**config.mk**
```make
export PLATFORM = sky130hd
export DESIGN_NAME = irmp_ctrl
export DESIGN_NICKNAME = d
export VERILOG_FILES = /design/src/design/irmp_pkg.sv /design/src/design/irmp_ctrl.sv
export SDC_FILE = /design/constraint.sdc
export NUM_CORES = 1
export LEC_CHECK = 0
export ABC_AREA = 1
export CAP_MARGIN = 5
export CELL_PAD_IN_SITES_DETAIL_PLACEMENT = 0
export CELL_PAD_IN_SITES_GLOBAL_PLACEMENT = 1
export CORE_ASPECT_RATIO = 1.4
export CORE_MARGIN = 2
export CORE_UTILIZATION = 35
export CTS_CLUSTER_SIZE = 20
export DETAILED_ROUTE_END_ITERATION = 10
export DONT_BUFFER_PORTS = 1
export HOLD_SLACK_MARGIN = 0.06
export PLACE_DENSITY_LB_ADDON = 0.1
export RECOVER_POWER = 100
export SLEW_MARGIN = 10
export SYNTH_ARGS = -nofsm -noshare
export SYNTH_HDL_FRONTEND = slang
export SYNTH_SLANG_ARGS = --single-unit
```
**constraint.sdc**
```tcl
create_clock -name clk_sys -period 2.15 [get_ports clk_sys]
set_clock_uncertainty 0.05 [all_clocks]
set_input_delay 0.645 -clock clk_sys [delete_from_list [all_inputs] [get_ports clk_sys]]
set_output_delay 0.645 -clock clk_sys [all_outputs]
set_load 0.01 [all_outputs]
```
**src/design/irmp_pkg.sv**
```systemverilog
// constants, types and register map of the ir motion/proximity controller
// assumes a single 250 MHz clock and an i2c host on open-drain scl/sda pins
// Overview of operation
// - mode bit clear runs horizontal motion detection on both photodiode channels.
// - mode bit set runs proximity detection instead of motion detection.
// - current field 000=400mA, 001=280mA, 01x=210mA, 1xx=70mA drive.
// - motion result field holds meaningful values only in motion mode.
// - motion 01 second-to-first, 10 first-to-second, others no motion.
// - proximity result field holds meaningful values only in proximity mode.
// - proximity 01 moving away, 10 approaching, others no motion.
// - alert pin goes low whenever a motion or proximity result changes.
// - reading the status register returns the alert pin high.
// - alert low for 10 ms without status read releases itself.
// - stable state emitter average current is 1/512 of selected drive.
// - active motion detection emitter average current is 1/8 of drive.
// - active proximity detection keeps the stable-state emitter duty.
// - register contents are kept through software and hardware shutdown.
// - writing the software shutdown bit as zero enters software shutdown.
// - powerdown pin held low enters hardware shutdown, stopping all sensing.
// - device acknowledges address, register byte and each written data byte.
package irmp_pkg;
    localparam logic [7:0] REG_RESULT = 8'h00;
    localparam logic [7:0] REG_PWRDN  = 8'h01;
    localparam logic [7:0] REG_CONFIG = 8'h11;
    localparam logic [7:0] RST_PWRDN  = 8'h00;
    localparam logic [7:0] RST_CONFIG = 8'h00;
    localparam logic [7:0] RD_NONE    = 8'h00;
    localparam int PWRDN_RUN_BIT = 0;
    localparam int CFG_MODE_BIT  = 0;
    localparam int CFG_EC_LSB    = 1;
    localparam int CFG_EC_MSB    = 3;
    localparam logic [1:0] RES_NONE = 2'h0;
    localparam logic [1:0] LVL_400MA = 2'h0;
    localparam logic [1:0] LVL_280MA = 2'h1;
    localparam logic [1:0] LVL_210MA = 2'h2;
    localparam logic [1:0] LVL_70MA  = 2'h3;
    localparam logic [8:0] DUTY_PERIOD_M1 = 9'h1FF;
    localparam logic [8:0] DUTY_STABLE_ON = 9'h001;
    localparam logic [8:0] DUTY_MOTION_ON = 9'h040;
    localparam int CLK_MHZ          = 250;
    localparam int ALERT_TIMEOUT_MS = 10;
    localparam int ALERT_TIMEOUT_CYC = ALERT_TIMEOUT_MS * 1000 * CLK_MHZ;
    localparam logic [6:0] DEV_ADDR_DEF = 7'h2A;
    localparam logic [3:0] BITS_PER_BYTE = 4'h8;

    typedef struct packed {
        logic [2:0] emit_current_sel;
        logic       prox_mode;
    } irmp_cfg_t;

    typedef struct packed {
        logic [1:0] proximity_result;
        logic [1:0] motion_result;
    } irmp_res_t;

    typedef enum logic [8:0] {
        I2C_IDLE  = 9'h001,
        I2C_ADDR  = 9'h002,
        I2C_AACK  = 9'h004,
        I2C_REG   = 9'h008,
        I2C_RACK  = 9'h010,
        I2C_WDATA = 9'h020,
        I2C_WACK  = 9'h040,
        I2C_RDATA = 9'h080,
        I2C_MACK  = 9'h100
    } irmp_i2c_st_t;
endpackage

```
**src/design/irmp_ctrl.sv**
```systemverilog
// top of the ir motion/proximity controller: i2c slave, registers,
// alert pin, emitter duty and shutdown control
// assumes scl/sda/powerdown pins are asynchronous and sensing results
// arrive from the analog front end on clk_sys
`timescale 1ns/100ps
module irmp_ctrl #(
    parameter logic [6:0] DEV_ADDR      = irmp_pkg::DEV_ADDR_DEF,
    parameter int         ALERT_CYCLES  = irmp_pkg::ALERT_TIMEOUT_CYC
) (
    input  wire logic       clk_sys,
    input  wire logic       sys_rst,
    input  wire logic       clk_en,
    input  wire logic       scl_in,
    input  wire logic       sda_in,
    output logic            sda_out,
    output logic            sda_oe,
    input  wire logic       hw_powerdown_n,
    input  wire logic       sense_valid,
    input  wire logic [1:0] sense_code,
    input  wire logic       sense_active,
    output logic            motion_alert_n,
    output logic            ir_emitter_drive,
    output logic [1:0]      ir_drive_level,
    output logic            first_photodiode_en,
    output logic            second_photodiode_en,
    output logic            sense_enable
);
    // pin synchronisers: stage one is read only by stage two
    logic [2:0] sync1_q;
    logic [2:0] sync2_q;
    logic       scl_prev_q;
    logic       sda_prev_q;

    always_ff @(posedge clk_sys) begin
        if (sys_rst) begin
            sync1_q    <= 3'h7;
            sync2_q    <= 3'h7;
            scl_prev_q <= 1'b1;
            sda_prev_q <= 1'b1;
        end else if (clk_en) begin
            sync1_q    <= {hw_powerdown_n, sda_in, scl_in};
            sync2_q    <= sync1_q;
            scl_prev_q <= sync2_q[0];
            sda_prev_q <= sync2_q[1];
        end
    end

    wire scl_s    = sync2_q[0];
    wire sda_s    = sync2_q[1];
    wire pd_pin_n = sync2_q[2];
    wire scl_rise = scl_s & ~scl_prev_q;
    wire scl_fall = ~scl_s & scl_prev_q;
    wire i2c_start = scl_s & scl_prev_q & sda_prev_q & ~sda_s;
    wire i2c_stop  = scl_s & scl_prev_q & ~sda_prev_q & sda_s;
    // start and stop only count while scl stays high on both samples; an sda
    // move with scl low is ordinary data and must not disturb a byte in flight
    // the edge flops reset to the idle level of the pins, so no false edge or
    // false start follows the release of reset
    // limitation: scl and sda are sampled on clk_sys only, so every scl phase
    // must last well over three clk_sys cycles for the pipeline to see it

    // registers
    // power_down_control keeps only its run bit and operating_config only its
    // mode and current fields; the other bits are not stored and read as zero
    irmp_pkg::irmp_cfg_t cfg_q;
    irmp_pkg::irmp_res_t res_q;
    logic                run_q;

    wire soft_down = ~run_q;
    wire hard_down = ~pd_pin_n;
    wire shutdown  = soft_down | hard_down;
    // either shutdown stops sensing, emitter and alert, but the i2c slave keeps
    // running so the host can still end a software shutdown by a write

    // i2c slave state
    irmp_pkg::irmp_i2c_st_t st_q;
    irmp_pkg::irmp_i2c_st_t st_d;
    logic [3:0] bit_q;
    logic [3:0] bit_d;
    logic [7:0] sh_q;
    logic [7:0] sh_d;
    logic [7:0] ptr_q;
    logic [7:0] ptr_d;
    logic       rw_q;
    logic       rw_d;
    logic       drv_q;
    logic       drv_d;
    logic       wr_stb;
    logic       rd_load;

    wire byte_full = (bit_q == irmp_pkg::BITS_PER_BYTE);
    wire addr_hit  = (sh_q[7:1] == DEV_ADDR);
    wire ptr_res   = (ptr_q == irmp_pkg::REG_RESULT);
    wire ptr_pwr   = (ptr_q == irmp_pkg::REG_PWRDN);
    wire ptr_cfg   = (ptr_q == irmp_pkg::REG_CONFIG);

    // only the result register reads back; write-only ones read as zero
    // a status read is counted when the byte is loaded for sending, not when
    // the host acknowledges it, so the alert is already high by the stop
    wire [7:0] rd_data = ptr_res ? {4'h0, res_q} : irmp_pkg::RD_NONE;
    wire       status_read = rd_load & ptr_res;

    always_comb begin
        st_d    = st_q;
        bit_d   = bit_q;
        sh_d    = sh_q;
        ptr_d   = ptr_q;
        rw_d    = rw_q;
        drv_d   = drv_q;
        wr_stb  = 1'b0;
        rd_load = 1'b0;
        if (i2c_start) begin
            st_d  = irmp_pkg::I2C_ADDR;
            bit_d = 4'h0;
            drv_d = 1'b0;
        end else if (i2c_stop) begin
            st_d  = irmp_pkg::I2C_IDLE;
            drv_d = 1'b0;
        end else begin
            unique case (st_q)
                irmp_pkg::I2C_IDLE: begin
                    drv_d = 1'b0;
                end
                irmp_pkg::I2C_ADDR,
                irmp_pkg::I2C_REG,
                irmp_pkg::I2C_WDATA: begin
                    if (scl_rise && !byte_full) begin
                        sh_d  = {sh_q[6:0], sda_s};
                        bit_d = bit_q + 4'h1;
                    end
                    if (scl_fall && byte_full) begin
                        bit_d = 4'h0;
                        drv_d = 1'b1;
                        if (st_q == irmp_pkg::I2C_ADDR) begin
                            rw_d = sh_q[0];
                            st_d = irmp_pkg::I2C_AACK;
                            if (!addr_hit) begin
                                drv_d = 1'b0;
                                st_d  = irmp_pkg::I2C_IDLE;
                            end
                        end else if (st_q == irmp_pkg::I2C_REG) begin
                            ptr_d = sh_q;
                            st_d  = irmp_pkg::I2C_RACK;
                        end else begin
                            wr_stb = 1'b1;
                            st_d   = irmp_pkg::I2C_WACK;
                        end
                    end
                end
                irmp_pkg::I2C_AACK: begin
                    // a read continues here after each host acknowledge
                    if (scl_fall) begin
                        if (rw_q) begin
                            rd_load = 1'b1;
                            sh_d    = rd_data;
                            drv_d   = ~rd_data[7];
                            bit_d   = 4'h1;
                            st_d    = irmp_pkg::I2C_RDATA;
                        end else begin
                            drv_d = 1'b0;
                            st_d  = irmp_pkg::I2C_REG;
                        end
                    end
                end
                irmp_pkg::I2C_RACK,
                irmp_pkg::I2C_WACK: begin
                    // further data bytes go to the same register
                    if (scl_fall) begin
                        drv_d = 1'b0;
                        st_d  = irmp_pkg::I2C_WDATA;
                    end
                end
                irmp_pkg::I2C_RDATA: begin
                    if (scl_fall) begin
                        if (byte_full) begin
                            drv_d = 1'b0;
                            st_d  = irmp_pkg::I2C_MACK;
                        end else begin
                            sh_d  = {sh_q[6:0], 1'b0};
                            drv_d = ~sh_q[6];
                            bit_d = bit_q + 4'h1;
                        end
                    end
                end
                irmp_pkg::I2C_MACK: begin
                    if (scl_rise) begin
                        st_d = sda_s ? irmp_pkg::I2C_IDLE : irmp_pkg::I2C_AACK;
                    end
                end
                default: begin
                    st_d  = irmp_pkg::I2C_IDLE;
                    drv_d = 1'b0;
                end
            endcase
        end
    end

    always_ff @(posedge clk_sys) begin
        if (sys_rst) begin
            st_q  <= irmp_pkg::I2C_IDLE;
            bit_q <= 4'h0;
            sh_q  <= 8'h00;
            ptr_q <= 8'h00;
            rw_q  <= 1'b0;
            drv_q <= 1'b0;
        end else if (clk_en) begin
            st_q  <= st_d;
            bit_q <= bit_d;
            sh_q  <= sh_d;
            ptr_q <= ptr_d;
            rw_q  <= rw_d;
            drv_q <= drv_d;
        end
    end

    // open drain: only ever pull low
    // the enable comes from a flop and only moves three cycles after an scl
    // fall, so sda never changes while the host holds scl high
    assign sda_out = 1'b0;
    assign sda_oe  = drv_q;

    // register writes; shutdown never touches them
    // a data byte is taken at the scl fall after its eighth bit, so a stop or
    // start in the middle of a byte leaves the registers as they were
    wire wr_pwr = wr_stb & ptr_pwr;
    wire wr_cfg = wr_stb & ptr_cfg;

    always_ff @(posedge clk_sys) begin
        if (sys_rst) begin
            run_q <= irmp_pkg::RST_PWRDN[irmp_pkg::PWRDN_RUN_BIT];
            cfg_q <= irmp_pkg::irmp_cfg_t'(irmp_pkg::RST_CONFIG[3:0]);
        end else if (clk_en) begin
            if (wr_pwr) begin
                run_q <= sh_q[irmp_pkg::PWRDN_RUN_BIT];
            end
            if (wr_cfg) begin
                cfg_q.prox_mode <= sh_q[irmp_pkg::CFG_MODE_BIT];
                cfg_q.emit_current_sel <= sh_q[irmp_pkg::CFG_EC_MSB:irmp_pkg::CFG_EC_LSB];
            end
        end
    end

    // result capture: each valid code writes the field of the inactive mode as no motion
    // codes are compared after the inactive field is forced, so a mode change
    // alone raises no alert, but the next valid nonzero code then alerts even if unchanged
    wire sense_take = sense_valid & ~shutdown;
    irmp_pkg::irmp_res_t res_new;
    assign res_new.motion_result    = cfg_q.prox_mode ? irmp_pkg::RES_NONE
                                                      : sense_code;
    assign res_new.proximity_result = cfg_q.prox_mode ? sense_code
                                                      : irmp_pkg::RES_NONE;
    wire res_change = sense_take & (res_new != res_q);

    always_ff @(posedge clk_sys) begin
        if (sys_rst) begin
            res_q <= '0;
        end else if (clk_en && sense_take) begin
            res_q <= res_new;
        end
    end

    // alert: a change in the same cycle as a status read wins
    // letting the read win would lose a result the host has not yet seen; a
    // fresh change also restarts the self-release count from zero
    logic        alert_q;
    logic [31:0] alert_cnt_q;
    wire alert_expire = alert_q & (alert_cnt_q == 32'(ALERT_CYCLES - 1));

    always_ff @(posedge clk_sys) begin
        if (sys_rst) begin
            alert_q     <= 1'b0;
            alert_cnt_q <= 32'h0;
        end else if (clk_en) begin
            if (shutdown) begin
                alert_q     <= 1'b0;
                alert_cnt_q <= 32'h0;
            end else if (res_change) begin
                alert_q     <= 1'b1;
                alert_cnt_q <= 32'h0;
            end else if (status_read || alert_expire) begin
                alert_q     <= 1'b0;
                alert_cnt_q <= 32'h0;
            end else if (alert_q) begin
                alert_cnt_q <= alert_cnt_q + 32'h1;
            end
        end
    end

    assign motion_alert_n = ~alert_q;

    // emitter duty: one slot in 512, or 64 slots while motion is active
    // the frame counter restarts in shutdown, so the first frame after wake-up
    // begins with its on slot; the drive output lags the counter by one cycle
    logic [8:0] duty_cnt_q;
    wire motion_busy = ~cfg_q.prox_mode & sense_active;
    wire [8:0] duty_on = motion_busy ? irmp_pkg::DUTY_MOTION_ON
                                     : irmp_pkg::DUTY_STABLE_ON;
    wire emit_now = ~shutdown & (duty_cnt_q < duty_on);

    // current decode: highest set bit picks the level
    // the level is a code for the analog driver, held even in shutdown so the
    // emitter comes back at the same current
    wire [2:0] ec = cfg_q.emit_current_sel;
    wire [1:0] level_d = ec[2] ? irmp_pkg::LVL_70MA :
                         ec[1] ? irmp_pkg::LVL_210MA :
                         ec[0] ? irmp_pkg::LVL_280MA :
                                 irmp_pkg::LVL_400MA;

    always_ff @(posedge clk_sys) begin
        if (sys_rst) begin
            duty_cnt_q       <= 9'h000;
            ir_emitter_drive <= 1'b0;
            ir_drive_level   <= irmp_pkg::LVL_400MA;
        end else if (clk_en) begin
            if (shutdown || duty_cnt_q == irmp_pkg::DUTY_PERIOD_M1) begin
                duty_cnt_q <= 9'h000;
            end else begin
                duty_cnt_q <= duty_cnt_q + 9'h001;
            end
            ir_emitter_drive <= emit_now;
            ir_drive_level   <= level_d;
        end
    end

    // channel enables for the front end
    // registered so that on entering or leaving shutdown each enable changes on the same edge as sense_enable; in proximity mode the second stays low
    always_ff @(posedge clk_sys) begin
        if (sys_rst) begin
            sense_enable         <= 1'b0;
            first_photodiode_en  <= 1'b0;
            second_photodiode_en <= 1'b0;
        end else if (clk_en) begin
            sense_enable         <= ~shutdown;
            first_photodiode_en  <= ~shutdown;
            // proximity needs only the first channel's reflectance
            second_photodiode_en <= ~shutdown & ~cfg_q.prox_mode;
        end
    end
endmodule

```
# Word level (Yosys, flattened, before mapping)
# Cells that the tools add are included.
# word_totals
output_inout_bits	9
word_cells	181
regBits	95
# classes
n_reduce_logical	23
order_cmp	1
muxes	66
bitwise_logic	31
n_eq_ne	35
addsub	3
# op_table
operator	n
32-bit 2-to-1 mux	4
9-bit 2-to-1 mux	10
9-bit one-hot mux with 6 select lines	1
8-bit 2-to-1 mux	6
4-bit 2-to-1 mux	9
32-bit by 1-bit adder with 32-bit output, second input constant	1
32-bit by 22-bit == test with 1-bit output, second input constant	1
4-bit inequality test, second input constant	7
1-bit 2-to-1 mux	25
8-bit one-hot mux with 3 select lines	1
9-bit == test, second input constant	2
3-bit inequality test, second input constant	6
1-bit bitwise AND	16
8-bit AND reduction	2
7-bit 2-to-1 mux	2
1-bit inverter	13
2-bit inequality test, second input constant	6
4-bit one-hot mux with 3 select lines	1
6-bit AND reduction	2
9-bit by 1-bit adder with 9-bit output, second input constant	1
9-bit by 1-bit == test with 1-bit output, second input constant	1
9-bit by 2-bit == test with 1-bit output, second input constant	1
9-bit by 3-bit == test with 1-bit output, second input constant	1
9-bit by 4-bit == test with 1-bit output, second input constant	1
other kinds (27)	39

# Logic depth before layout (Yosys ltp)
# Gate-level depths: netlist (run 1).
# logic_depth
word_depth	11
ltp_mapped	14
mapped_depth_nobuf	13

# Least setup slack after synthesis (run 1)
# No wires, ideal clock.
# synth_timing
path_kind	input-to-reg
start	input port sense_code[1]
end	register alert_cnt_q[14]
arrival_ns	1.688
setup_ns	0.067
stages	10
n_path_buf	1
path_slack_ns	0.345
path_cell_list	nand2_1 > xor2_1 > nor2_1 > nand2_1 > nand2_2 > nand3_4 > nor2_4 > buf_6 > nand2_1 > a21oi_2
# synth_via
elab_chain_cells	5
# synth_rtl
element	line	source
start, declared	irmp_ctrl.sv:19	input wire logic [1:0] sense_code,
2-bit 2-to-1 mux, on equally long branches	irmp_ctrl.sv:248, irmp_ctrl.sv:250	
4-bit inequality test *	irmp_ctrl.sv:252	wire res_change = sense_take & (res_new != res_q);
1-bit bitwise AND *	irmp_ctrl.sv:252	
4-bit nonzero test (no line) / 32-bit 2-to-1 mux (equally long branches)	-	
2-bit AND reduction (no line) / 32-bit 2-to-1 mux (equally long branches)	-	
end signal, assigned	irmp_ctrl.sv:284	alert_cnt_q <= alert_cnt_q + 32'h1;
end, declared	irmp_ctrl.sv:266	logic [31:0] alert_cnt_q;
# Every way passes the cells marked *; elsewhere a longest branch is shown, timed or not.
# A chain may end at the register's enable or synchronous reset.

# Worst setup path after layout (run 1)
# layout_timing
start	register alert_cnt_q[9]
end	register alert_cnt_q[23]
# layout_via
elab_chain_cells	6
# layout_rtl
element
parallel branches: the longest is 6 deep, another holds 32-bit by 1-bit adder with 32-bit output
# Several ways; the timed one is not identified. The select of a mux whose other input is x is not followed.

==> results of run 1 <==
==> sequential cells by signal (all words and copies together), names as in the netlist, 2 cells and up <==
name	cells
duty_cnt_q	9
sh_q	8
sync2_q	3
st_q	9
ec	3
ptr_q	8
sync1_q	3
alert_cnt_q	32
bit_q	4
res_q	4
ir_drive_level	2
==> worst max-delay path by stage <==
stage,startpoint,to,slack (ns),cells after the start
after CTS,st_q[4],sh_q[3],0.15,11
after detailed placement,sense_code[1],alert_cnt_q[12],0.11,9
after global placement,sense_code[1],alert_cnt_q[14],0.16,9
after global routing,alert_cnt_q[0],alert_cnt_q[29],0.002,13
final,alert_cnt_q[9],alert_cnt_q[23],0.19,9
after floorplan,sense_code[1],alert_cnt_q[14],0.34,10
==> repair_timing <==
item	4_1_cts	5_1_grt
resized for setup	0	11
setup endpoints to repair	0	23
hold buffers	0	0
setup buffers	0	4
==> report_power, final <==
group	switching (mW)	total, mW	internal, mW
combinational	0.695	1.03	0.333
sequential	0.115	2.00	1.88
clock	0.831	1.65	0.824
total	1.64	4.68	3.04
==> kinds of logic after synthesis <==
kind of cell	Yosys count	share of synthesized area, %
buffers and inverters	144	10.4
DFF	95	33.2
xor gates and xnor gates	16	2.44
other	1	0.0654
AOI/OAI and AO/OA	105	9.55
adders and majority gates	6	1.31
and+or+nand+nor	565	43.0
==> cells in the mapped netlist, types with 4 or more instances <==
cell | number | share of area [%]
inv_2 | 11 | 0.72
o21ai_0 | 37 | 3.2
o22ai_1 | 4 | 0.44
nor2_1 | 188 | 12
nor2_2 | 6 | 0.65
a21oi_1 | 56 | 4.9
nor3_1 | 19 | 1.7
nand3_2 | 4 | 0.70
nand2_1 | 215 | 14
ha_1 | 6 | 1.3
nand4_1 | 13 | 1.4
xor2_1 | 12 | 1.8
nand2_2 | 9 | 0.98
nor2_4 | 4 | 0.79
nand3_1 | 94 | 8.2
inv_1 | 107 | 7.0
buf_6 | 6 | 1.2
xnor2_1 | 4 | 0.61
dfxtp_1 | 95 | 33
clkbuf_1 | 12 | 0.79
==> worst reg2reg max path: cells and delay by family (launching register included) <==
kind             cells  cell delay, ns
AO/OA/AOI/OAI        1            0.04
flip-flops           1            0.45
AND/OR/NAND/NOR      8            1.33
==> layout make-up <==
cell class                      instances  area, µm²
Fill cell                            1831       9710
Multi-Input combinational cell        693       3250
Sequential cell                        95       1900
Inverter                              118        443
Tap cell                              199        249
Timing Repair Buffer                   28        244
Clock buffer                            9        225
Clock inverter                          7       68.8
==> per-stage QoR <==
| stage | power (mW) | hold slack, ns | utilization [%] |
|---|---|---|---|
| after floorplan | 2.85 | 0.374 | - |
| after global placement | 3.05 | 0.389 | 37.6 |
| after detailed placement | 3.07 | 0.392 | 37.6 |
| after CTS | 4.74 | 0.276 | 39.4 |
| after global routing | 4.99 | 0.273 | 39.7 |
| final | 4.68 | 0.291 | 39.7 |
==> layer usage <==
layer  part of all wire, %  vias to the layer above
li1                      -                     2992
met1                    39                     2649
met2                    54                       89
met3                   2.9                       43
met4                   4.2                        0
met5                     0                        -
==> flow_results.org, run 1 <==
** Global route
- Vias in the first global route :: 5757
- The number of antenna violations at the first check in global routing came to 0.
- Global route total overflow :: 0
- Met3 track demand over resource in global routing :: 2.88%
- Global routing consumed, on the met2 layer, 40.0% of the routing resources.
- The first global-routing pass estimated 29000 µm of wire.
- Busiest grt layer :: met2
- Global-route met1 utilization :: 22.5%
- Entering global routing, the biggest net connects 48 pins.
- Global routing consumed, over all layers together, 21.1% of the routing resources.

** Hold path
- Worst Hold Depth :: 1
- Source of the worst hold timing path :: sys_rst
- The path class of the tightest hold or removal check is in2reg.
- Endpoint with the worst hold slack :: alert_cnt_q[1]

** Power
- Areal power density over the cells :: 733 nW/µm²
- The worst-case IR drop observed on VDD is 409 µV.
- Static leakage :: 2.66 nW

** Floorplan
- From left edge to right edge, the die measures 112 µm.
- Starting utilization of the core area :: 35.6%
- The die covers 17400 µm².
- From bottom edge to top edge, the die measures 155 µm.
- Placeable core region :: 16100 µm²
- Count of boundary I/O pins :: 19
- Std cell rows :: 55

** Setup path
- Crit path launch type :: flip-flop
- For this run, the slowest stage of the critical path takes 0.45 ns.
- R2R depth :: 9
- Max FO, Critical Path :: 7
- Sum of buffers and inverters on the critical path :: 0
- For flop-to-flop paths, the worst setup slack is 0.19 ns.
- Largest delay share family, worst path :: simple AND/OR/NAND/NOR gates
- Critical Path, Cell by Cell :: nand2_1, nor2_1, nand3_1, nor2_1, nand2_1, nor2_1, nand3_1, nand3_1, a21oi_1
- Critical Setup Path Class :: reg2reg
- Slowest-stage cell, CP :: dfxtp_1
- Worst Setup End Kind :: flip-flop
- Data arrival time of the critical path :: 2.16 ns
- The endpoint identified for the worst register-to-register timing path is alert_cnt_q[23].
- The startpoint identified for the worst register-to-register timing path is alert_cnt_q[9].
- STA puts the critical path data required time at 2.35 ns.

** CTS
- Root Driver :: clkbuf_16
- Number of buffers created by CTS :: 9
- The clock drives 95 sinks.
- At the later pin of the worst-skew pair, clock insertion delay measures 0.37 ns.
- Clk slew on worst S/H paths :: 0.08 ns
- The clock passes through at most 2 buffers.
- TritonCTS built the clock tree.
- Number of levels the H-tree was split into :: 3

** Drt
- For this run, the detailed router's first-pass iteration total came to 4.
- Summed over all layers, the routed wires come to 17700 µm.
- In the routed layout, each cell is associated on average with a via count of 5.02.
- Final antenna-violating net count :: 0
- For this block, the via count after detailed routing is 5773.
- Final routed wire length divided by cell count :: 15.4 µm
- The first routing iteration left 302 violations.
- DRC violations left :: 0

** Synthesis
- In this run the mean area of a mapped cell was 6.16 µm².
- Ys flop type :: dfxtp_1
- In this run, synthesis inferred 0 flip-flops with an integrated enable.
- In this run, synthesis produced a sequential element count of 95.
- Of all flip-flops after synthesis, the portion carrying an async set or reset was 0%.
- Netlist area before placement :: 5740 µm²
- Yosys warns :: 0
- Number of distinct library cell variants in the gate-level netlist after synthesis :: 38
- The share of the Yosys chip area taken by registers is 33.2%.
- Number of standard cells after synthesis :: 932
- Synthesized netlist net count :: 948

** Place
- The congestion estimate from routability-driven global placement came to 0.900.
- Post-detail-place hpwl :: 13500 µm
- Cell Count Post-Placement :: 1129
- Count of input and output buffers :: 0
- In this run the cell area measured after placement is 6050 µm².
- OpenSTA, run right after detailed placement, puts the worst setup slack at 0.115 ns.

** STA
- Setup TNS :: 0 ns
- Post-route clock period utilization :: 91.2%
- Max-slew violation count :: 0
- Worst path setup slack after routing :: 0.190 ns
- Setup violations remaining at the end of the flow were counted as 0.
- Time the worst path needs with I/O delays and setup :: 1.96 ns
- The total count of hold-check failures in the final report came to 0.
- RSZ-0062 raised after global routing :: false
- Highest Clock Rate :: 0.510 GHz

** Cells and area
- Share of post-route cells with drive strength above 1 :: 9.58%
- The top cell types in the final layout, fill and taps aside, are nand2_1, nor2_1, inv_1.
- After the flow finishes, the layout carries non-filler instances totaling 1149.
- The finished cells cover 6390 µm².
- The library cell used most frequently in the layout, excluding fill and tap cells, is nand2_1.
- Antenna Cells :: 0
- Final Net Count :: 961
- From synthesis to final layout, the design area changed by 11.4%.

** Outcome
- Status :: finished clean

** Run
- The tool flagged a number of max-cap violations equal to 0.
(Power assumes the default switching activity.)
==> run 2: changes to the inputs <==
--- a/config.mk
+++ b/config.mk
@@ -16,6 +16,7 @@
 export DETAILED_ROUTE_END_ITERATION = 10
 export DONT_BUFFER_PORTS = 1
 export HOLD_SLACK_MARGIN = 0.06
+export MAX_ROUTING_LAYER = met4
 export PLACE_DENSITY_LB_ADDON = 0.1
 export RECOVER_POWER = 100
 export SLEW_MARGIN = 10
==> constraint.sdc (replaced) <==
create_clock -name clk_sys -period 2.2 [get_ports clk_sys]
set_clock_uncertainty 0.05 [all_clocks]
set_input_delay 0.66 -clock clk_sys [delete_from_list [all_inputs] [get_ports clk_sys]]
set_output_delay 0.66 -clock clk_sys [all_outputs]
set_load 0.01 [all_outputs]
==> run 2 against run 1 <==
- routed wire length is 0.21% higher
- clock power is 3% higher
- critical path depth is 5 higher
- register-to-register slack worse by 0.03 ns
- non-clock buffer count is 7 lower
- fmax is 3.8% lower
- first-iteration DRC count is 13% higher
- sequential power is 2% lower
- largest power group unchanged
- highest routed layer unchanged
==> flow_results.org, run 2 (same netlist as run 1, synthesis figures left out) <==
** STA
- The share of the cycle needed by the critical path after routing was 92.7% (+1.5 points).
- Worst path setup slack after routing :: 0.162 ns (-0.0281 ns)
- The max-slew violation count was 0 (unchanged).
- Final Hold Fails :: 0 (unchanged)
- Setup violators final :: 0 (unchanged)
- Slew at the pin with the worst max-slew slack :: 1.04 ns
- Worst slew margin :: 30.8%
- The post-route setup TNS was 0 ns (unchanged).
- Highest Clock Rate :: 0.491 GHz (-3.8%)
- RSZ-0062 raised after global routing :: false
- Time the worst path needs with I/O delays and setup :: 2.04 ns (+0.0781 ns)

** Cells and area
- Final instance area :: 6290 µm² (-1.5%)
- The library cells used most frequently in the layout, excluding fill and tap cells, are nand2_1, nor2_1, inv_1.
- Compared with the post-synthesis result, the final layout area differs by 9.68%.
- Number of filler cells placed in the layout :: 1779 (-2.8%)
- The number of flip-flops in the largest register was 32 (unchanged).
- Antenna Cells :: 0 (unchanged)
- Registers with the most flip-flops :: alert_cnt_q x32, duty_cnt_q x9, st_q x9
- Leaving out fill and tap cells, the most frequent cell in the layout is nand2_1.
- Top reg by flops :: alert_cnt_q
- Area used by multi-input combinational logic :: 3240 µm² (-0.58%)
- Fraction of the core area covered by cells at the end of the flow :: 39.1% (-0.60 points)
- Share of post-route cells with drive strength above 1 :: 8.27% (-1.3 points)
- The area occupied by registers was 1900 µm² (-0.13%).
- The layout net count is 954 (-0.73%).

** Setup path
- Cell mode on critical path :: nand2_1
- The slowest stage of the critical path is the dfxtp_1 cell.
- The buffers plus inverters on the worst setup path came to 2 (+2).
- The data arrival at the endpoint of the critical path came to 2.25 ns (+0.09 ns).
- Critical Path RT :: 2.41 ns (+0.06 ns)
- STA classifies the critical path startpoint as a flip-flop.
- CP peak stage delay :: 0.34 ns (-0.11 ns)
- Max FO, Critical Path :: 7 (unchanged)
- Worst reg-to-reg setup slack :: 0.16 ns (-0.03 ns)
- The critical path goes through ha_1, nand2_1, inv_1, nand2_1, nor2_1, nand2_1, nor2_1, nor2_2, nand3_4, nand2_4, clkbuf_1, nand3_1, nand2_1, nor2_1.
- The worst setup path is of the reg2reg kind.
- Grouping stages by cell kind, the critical path spends the most delay in simple AND/OR/NAND/NOR gates.
- The worst setup path is captured at a flip-flop.

** Floorplan
- The vertical die dimension came to 155 µm (unchanged).
- Die width :: 112 µm (unchanged)
- Starting utilization of the core area :: 35.6% (unchanged)
- Die Footprint :: 17400 µm² (unchanged)
- The cell row count was 55 (unchanged).
- The count of boundary I/O pins came to 19 (unchanged).
- The core box area was 16100 µm² (unchanged).

** Power
- The worst voltage drop across the vdd grid was 582 µV (+42%).
- The total power of the final layout is 4.64 mW (-0.78%).
- The reported leakage power came to 2.60 nW (-2.4%).
- Areal power density over the cells :: 738 nW/µm² (+0.74%)

** CTS
- Insertion delay of the later-clocked pin in the worst-skew pair :: 0.37 ns (about the same)
- Number of levels the H-tree was split into :: 3 (unchanged)
- The clock slew at the register clock pins of the worst setup and hold paths is 0.08 ns (about the same).
- The number of clock buffers inserted by TritonCTS is 9 (unchanged).
- The clock sink total is 95 (unchanged).
- The maximum clock path buffer count was 2 (unchanged).
- TritonCTS built the clock tree.
- Root Driver :: clkbuf_16

** Global route
- The total global routing overflow was 0 (unchanged).
- Largest net degree at the start of global routing :: 53 (+10%)
- The number of antenna violations at the first check in global routing was 0 (unchanged).
- The via count of the first global-routing pass was 5469 (-5.0%).
- The global-route wire length before repair was 28300 µm (-2.5%).
- All-layer global routing usage :: 21.1% (about the same)

** Drt
- The first-pass detailed-route iteration total is 5 (+1).
- The total wire length after detailed routing is 17800 µm (+0.21%).
- Final antenna-violating net count :: 0 (unchanged)
- Number of vias after detailed routing :: 5754 (-0.33%)
- The average via count per standard cell came to 5.04 (+0.28%).
- DRC violations left :: 0 (unchanged)
- Final routed wire length divided by cell count :: 15.5 µm (+0.83%)
- Number of DRC markers in iteration 0 :: 342 (+13%)

** Run
- The total of max-cap violations was 0 (unchanged).

** Hold path
- The worst hold path belongs to the class in2reg.

** Outcome
- Status :: finished clean

** Place
- The number of port buffers was 0 (unchanged).
- Final Wtd Congestion :: 0.903 (+0.36%)
- The detailed-placement wirelength estimate was 13300 µm (-1.4%).
- The worst setup timing slack at the placement stage came to 0.121 ns (+0.00649 ns).
- The cell area after placement was 6000 µm² (-0.70%).
-- run 2: cell types whose count changed in the layout (fill, tap and decap cells not counted), sizes merged --
cell    previous run  this run
clkbuf            11        17
inv              123       121
clkinv             2         3
buf               26        13
bufinv             0         1
-- run 2: metrics by stage --
step	hold WS (ns)	cells
after floorplan	0.374	932
after global placement	0.388	1125
after detailed placement	0.397	1125
after CTS	0.300	1141
after global routing	0.303	1142
final	0.308	1142
-- run 2: per-layer routing --
metal | vias up | wire length (µm) | track usage (%)
li1 | 2979 | - | -
met1 | 2649 | 7130 | 22.1
met2 | 91 | 9640 | 39.7
met3 | 35 | 515 | 2.92
met4 | 0 | 467 | 8.42
met5 | - | 0 | -
-- run 2: report_power, final --
part | total (mW) | internal [mW] | leakage, nW | switching (mW)
registers | 1.96 | 1.84 | 0.771 | 0.118
logic | 0.984 | 0.316 | 1.67 | 0.668
clock network | 1.70 | 0.909 | 0.154 | 0.794
-- run 2: final timing paths --
kind                       start  cells past startpoint         endpoint
setup / recovery  alert_cnt_q[0]                     14   alert_cnt_q[4]
hold / removal           sys_rst                      1  alert_cnt_q[14]
setup reg to reg  alert_cnt_q[0]                     14   alert_cnt_q[4]
hold reg to reg            ec[0]                      2            ec[0]
-- run 2: area by class of cell --
class,count,area share (%)
timing repair buffer,21,2.39
clock inverter,7,1.39
tap,199,3.96
multi-input combinational,693,51.4
clock buffer,9,3.58
sequential,95,30.2
inverter,118,7.04
-- run 2: timing repair --
| action | 4_1_cts | 5_1_grt |
|---|---|---|
| endpoints found under the hold margin | 0 | 0 |
| setup buffers | 0 | 1 |
| setup endpoints to repair | 0 | 14 |
| resized for setup | 0 | 3 |
| hold buffers | 0 | 0 |
==> run 3: changes to the inputs <==
--- a/config.mk
+++ b/config.mk
@@ -9,9 +9,8 @@
 export CAP_MARGIN = 5
 export CELL_PAD_IN_SITES_DETAIL_PLACEMENT = 0
 export CELL_PAD_IN_SITES_GLOBAL_PLACEMENT = 1
-export CORE_ASPECT_RATIO = 1.4
 export CORE_MARGIN = 2
-export CORE_UTILIZATION = 35
+export CORE_UTILIZATION = 28
 export CTS_CLUSTER_SIZE = 20
 export DETAILED_ROUTE_END_ITERATION = 10
 export DONT_BUFFER_PORTS = 1
==> run 3 against run 2 <==
- combinational power is 4% higher
- hold slack got worse by 0.0080 ns
- register-to-register slack better by 0.06 ns
- routed wire length down 1.2%
- global-route usage down 3.6 points
- count of clock-buffer cells in the layout is the same
- first-iteration DRC count is 9.9% higher
- critical endpoint is now alert_cnt_q[30]
==> flow_results.org, run 3 (same netlist as run 1, synthesis figures left out) <==
** Setup path
- Largest delay share family, worst path :: simple AND/OR/NAND/NOR gates
- The worst setup path is launched from a flip-flop.
- Sum of buffers and inverters on the critical path :: 2 (unchanged)
- Number of cells on the critical path :: 13 (-1)
- The critical path data required time was 2.45 ns (+0.04 ns).
- The maximum single-stage delay on the critical path came to 0.33 ns (about the same).
- The number of cells on the worst reg-to-reg path was 13 (-1).
- Cell mode on critical path :: nand2_1
- Worst Setup End Kind :: flip-flop
- The critical path goes through ha_1, nand2_1, inv_1, nand2_1, nor2_1, nand2_1, nor2_1, nor2_2, nand3_4, nor2_4, clkbuf_4, nand2_1, a21oi_1.
- The maximum net fanout on the critical path was 12 (+5).
- By startpoint and endpoint, the worst setup path is classified as reg2reg.
- The data arrival at the endpoint of the critical path was 2.22 ns (-0.03 ns).
- The slowest stage of the critical path is the dfxtp_1 cell.

** STA
- The total count of hold-check failures in the final report was 0 (unchanged).
- RSZ-0062 raised after global routing :: false
- The post-route minimum period came to 1.98 ns (-0.0632 ns).
- Worst path setup slack after routing :: 0.225 ns (+0.0632 ns)
- Setup violators final :: 0 (unchanged)
- The max-slew violation count came to 0 (unchanged).
- The highest attainable clock frequency is 0.506 GHz (+3.2%).
- The worst hold margin came to 0.300 ns (-0.00803 ns).
- Post-route clock period utilization :: 89.8% (-2.9 points)
- Setup TNS :: 0 ns (unchanged)

** Power
- Post-layout total power :: 4.81 mW (+3.5%)
- The reported leakage power was 2.65 nW (+1.8%).
- Worst VDD drop :: 379 µV (-35%)
- The fraction of power consumed by the clock network came to 37.9% (+1.2 points).
- The internal power was 3.22 mW (+5.0%).
- The power per cell area was 746 nW/µm² (+1.0%).
- Sequential share of power :: 40.8% (-1.4 points)
- The combinational share of power is 21.3% (about the same).
- The fraction of power spent switching nets was 33.0% (-1.0 points).
- The switching component of the power is 1.59 mW (+0.41%).

** CTS
- TritonCTS built the clock tree.
- The clock latency at the later pin of the worst-skew pair is 0.36 ns (about the same).
- The number of levels in the clock H-tree was 3 (unchanged).
- Number of buffers created by CTS :: 9 (unchanged)
- Clock tree synthesis selected as its root buffer the cell clkbuf_16.
- The clock sink total was 95 (unchanged).
- The maximum clock path buffer count came to 2 (unchanged).
- The clock slew at the register clock pins of the worst setup and hold paths is 0.08 ns (about the same).

** Global route
- First-pass GRT wire length :: 29400 µm (+3.9%)
- Vias in the first global route :: 5411 (-1.1%)
- The total routing resource utilization after global routing was 17.5% (-3.6 points).
- The total global routing overflow came to 0 (unchanged).
- Largest net degree at the start of global routing :: 52 (-1.9%)
- Number of antenna violations at the first check in global routing :: 0 (unchanged)

** Drt
- Final antenna-violating net count :: 0 (unchanged)
- Drt first pass iters :: 5 (unchanged)
- Final routed wire length divided by cell count :: 14.4 µm (-7.1%)
- Sum of routed wire length over all layers :: 17500 µm (-1.2%)
- Number of vias after detailed routing :: 5604 (-2.6%)
- The DRC violation count after routing came to 0 (unchanged).
- Number of DRC markers in iteration 0 :: 376 (+9.9%)
- Via count normalized by instance count :: 4.62 (-8.4%)

** Cells and area
- Post-layout instance count excluding filler cells :: 1214 (+6.3%)
- Registers with the most flip-flops :: alert_cnt_q x32, duty_cnt_q x9, st_q x9
- Number of filler cells placed in the layout :: 2372 (+33%)
- P&R area growth vs syn :: 12.3%
- The fraction of final layout cells with drive strength greater than 1 is 8.37% (+0.097 points).
- The library cell used most frequently in the layout, excluding fill and tap cells, is nand2_1.
- The layout net count was 955 (+0.10%).
- Top reg by flops :: alert_cnt_q
- Leaving out fill and tap cells, the most frequent cells in the layout are nand2_1, nor2_1, inv_1.
- The number of flip-flops in the largest register came to 32 (unchanged).
- The antenna diode count came to 0 (unchanged).

** Floorplan
- Placeable core region :: 20200 µm² (+25%)
- The count of boundary I/O pins was 19 (unchanged).
- The cell row count is 52 (-5.5%).
- The vertical die dimension is 147 µm (-5.4%).
- The horizontal extent of the die came to 147 µm (+31%).
- Die Footprint :: 21600 µm² (+24%)
- Starting utilization of the core area :: 28.4% (-7.2 points)

** Outcome
- Status :: finished clean

** Run
- The total of max-cap violations was 0 (unchanged).

** Place
- The detailed-placement wirelength estimate came to 12900 µm (-2.9%).
- The number of port buffers was 0 (unchanged).
- Cell Count Post-Placement :: 1197 (+6.4%)
- The worst setup timing slack at the placement stage is 0.0537 ns (-0.0675 ns).
- The final weighted congestion in routability-driven placement is 0.824 (-8.8%).

** Hold path
- The min-delay analysis places its worst path in the category in2reg.
- The hold path depth was 1 (unchanged).
==> run 3: changes by cell type in the layout (fill, tap and decap cells not counted), moves of 2 or more <==
| cell | change |
|---|---|
| buf_4 | +5 |
| inv_1 | +2 |
| clkinv_4 | -2 |
| inv_2 | -2 |
| clkbuf_1 | -3 |
==> run 3: final cells by class <==
cell class	count	area, µm²	share of cell area, %
clock buffer	9	225	3.49
clock inverter	7	109	1.69
inverter	118	443	6.87
multi-input combinational	693	3240	50.3
sequential	95	1900	29.5
tap	270	338	5.24
timing repair buffer	22	184	2.85
==> run 3: repair_timing <==
action,4_1_cts,5_1_grt
endpoints found under the setup margin,0,17
setup buffers,0,1
resized for setup,0,4
hold buffers,0,0
==> run 3: metrics by stage <==
| stage | cell area [µm²] | utilization (%) |
|---|---|---|
| final | 6440 | 32.0 |
| after global routing | 6440 | 32.0 |
| after CTS | 6430 | 31.9 |
| after detailed placement | 6100 | 30.2 |
| after global placement | 6100 | 30.2 |
| after floorplan | 5740 | - |
==> run 3: routing by layer <==
metal | GRT usage [%] | routed length (µm) | up-vias | part of all wire (%)
li1 | - | - | 2977 | -
met1 | 23.7 | 8770 | 2549 | 50
met2 | 27.6 | 8060 | 65 | 46
met3 | 2.64 | 518 | 13 | 3.0
met4 | 4.09 | 186 | 0 | 1.1
met5 | - | 0 | - | 0
==> run 3: final timing paths <==
| kind | endpoint | from | slack (ns) |
|---|---|---|---|
| hold reg to reg | run_q | run_q | 0.40 |
| setup reg to reg | alert_cnt_q[30] | alert_cnt_q[1] | 0.22 |
| setup / recovery | alert_cnt_q[30] | alert_cnt_q[1] | 0.22 |
| hold / removal | alert_cnt_q[14] | sys_rst | 0.30 |
==> run 3: power by group through the flow <==
stage	logic, mW	registers, mW	clock network, mW
after floorplan	0.825	1.96	0
after global placement	0.990	2.00	0
after detailed placement	0.977	2.00	0
after CTS	0.981	1.96	1.91
after global routing	1.19	1.98	1.95
final	1.02	1.96	1.82
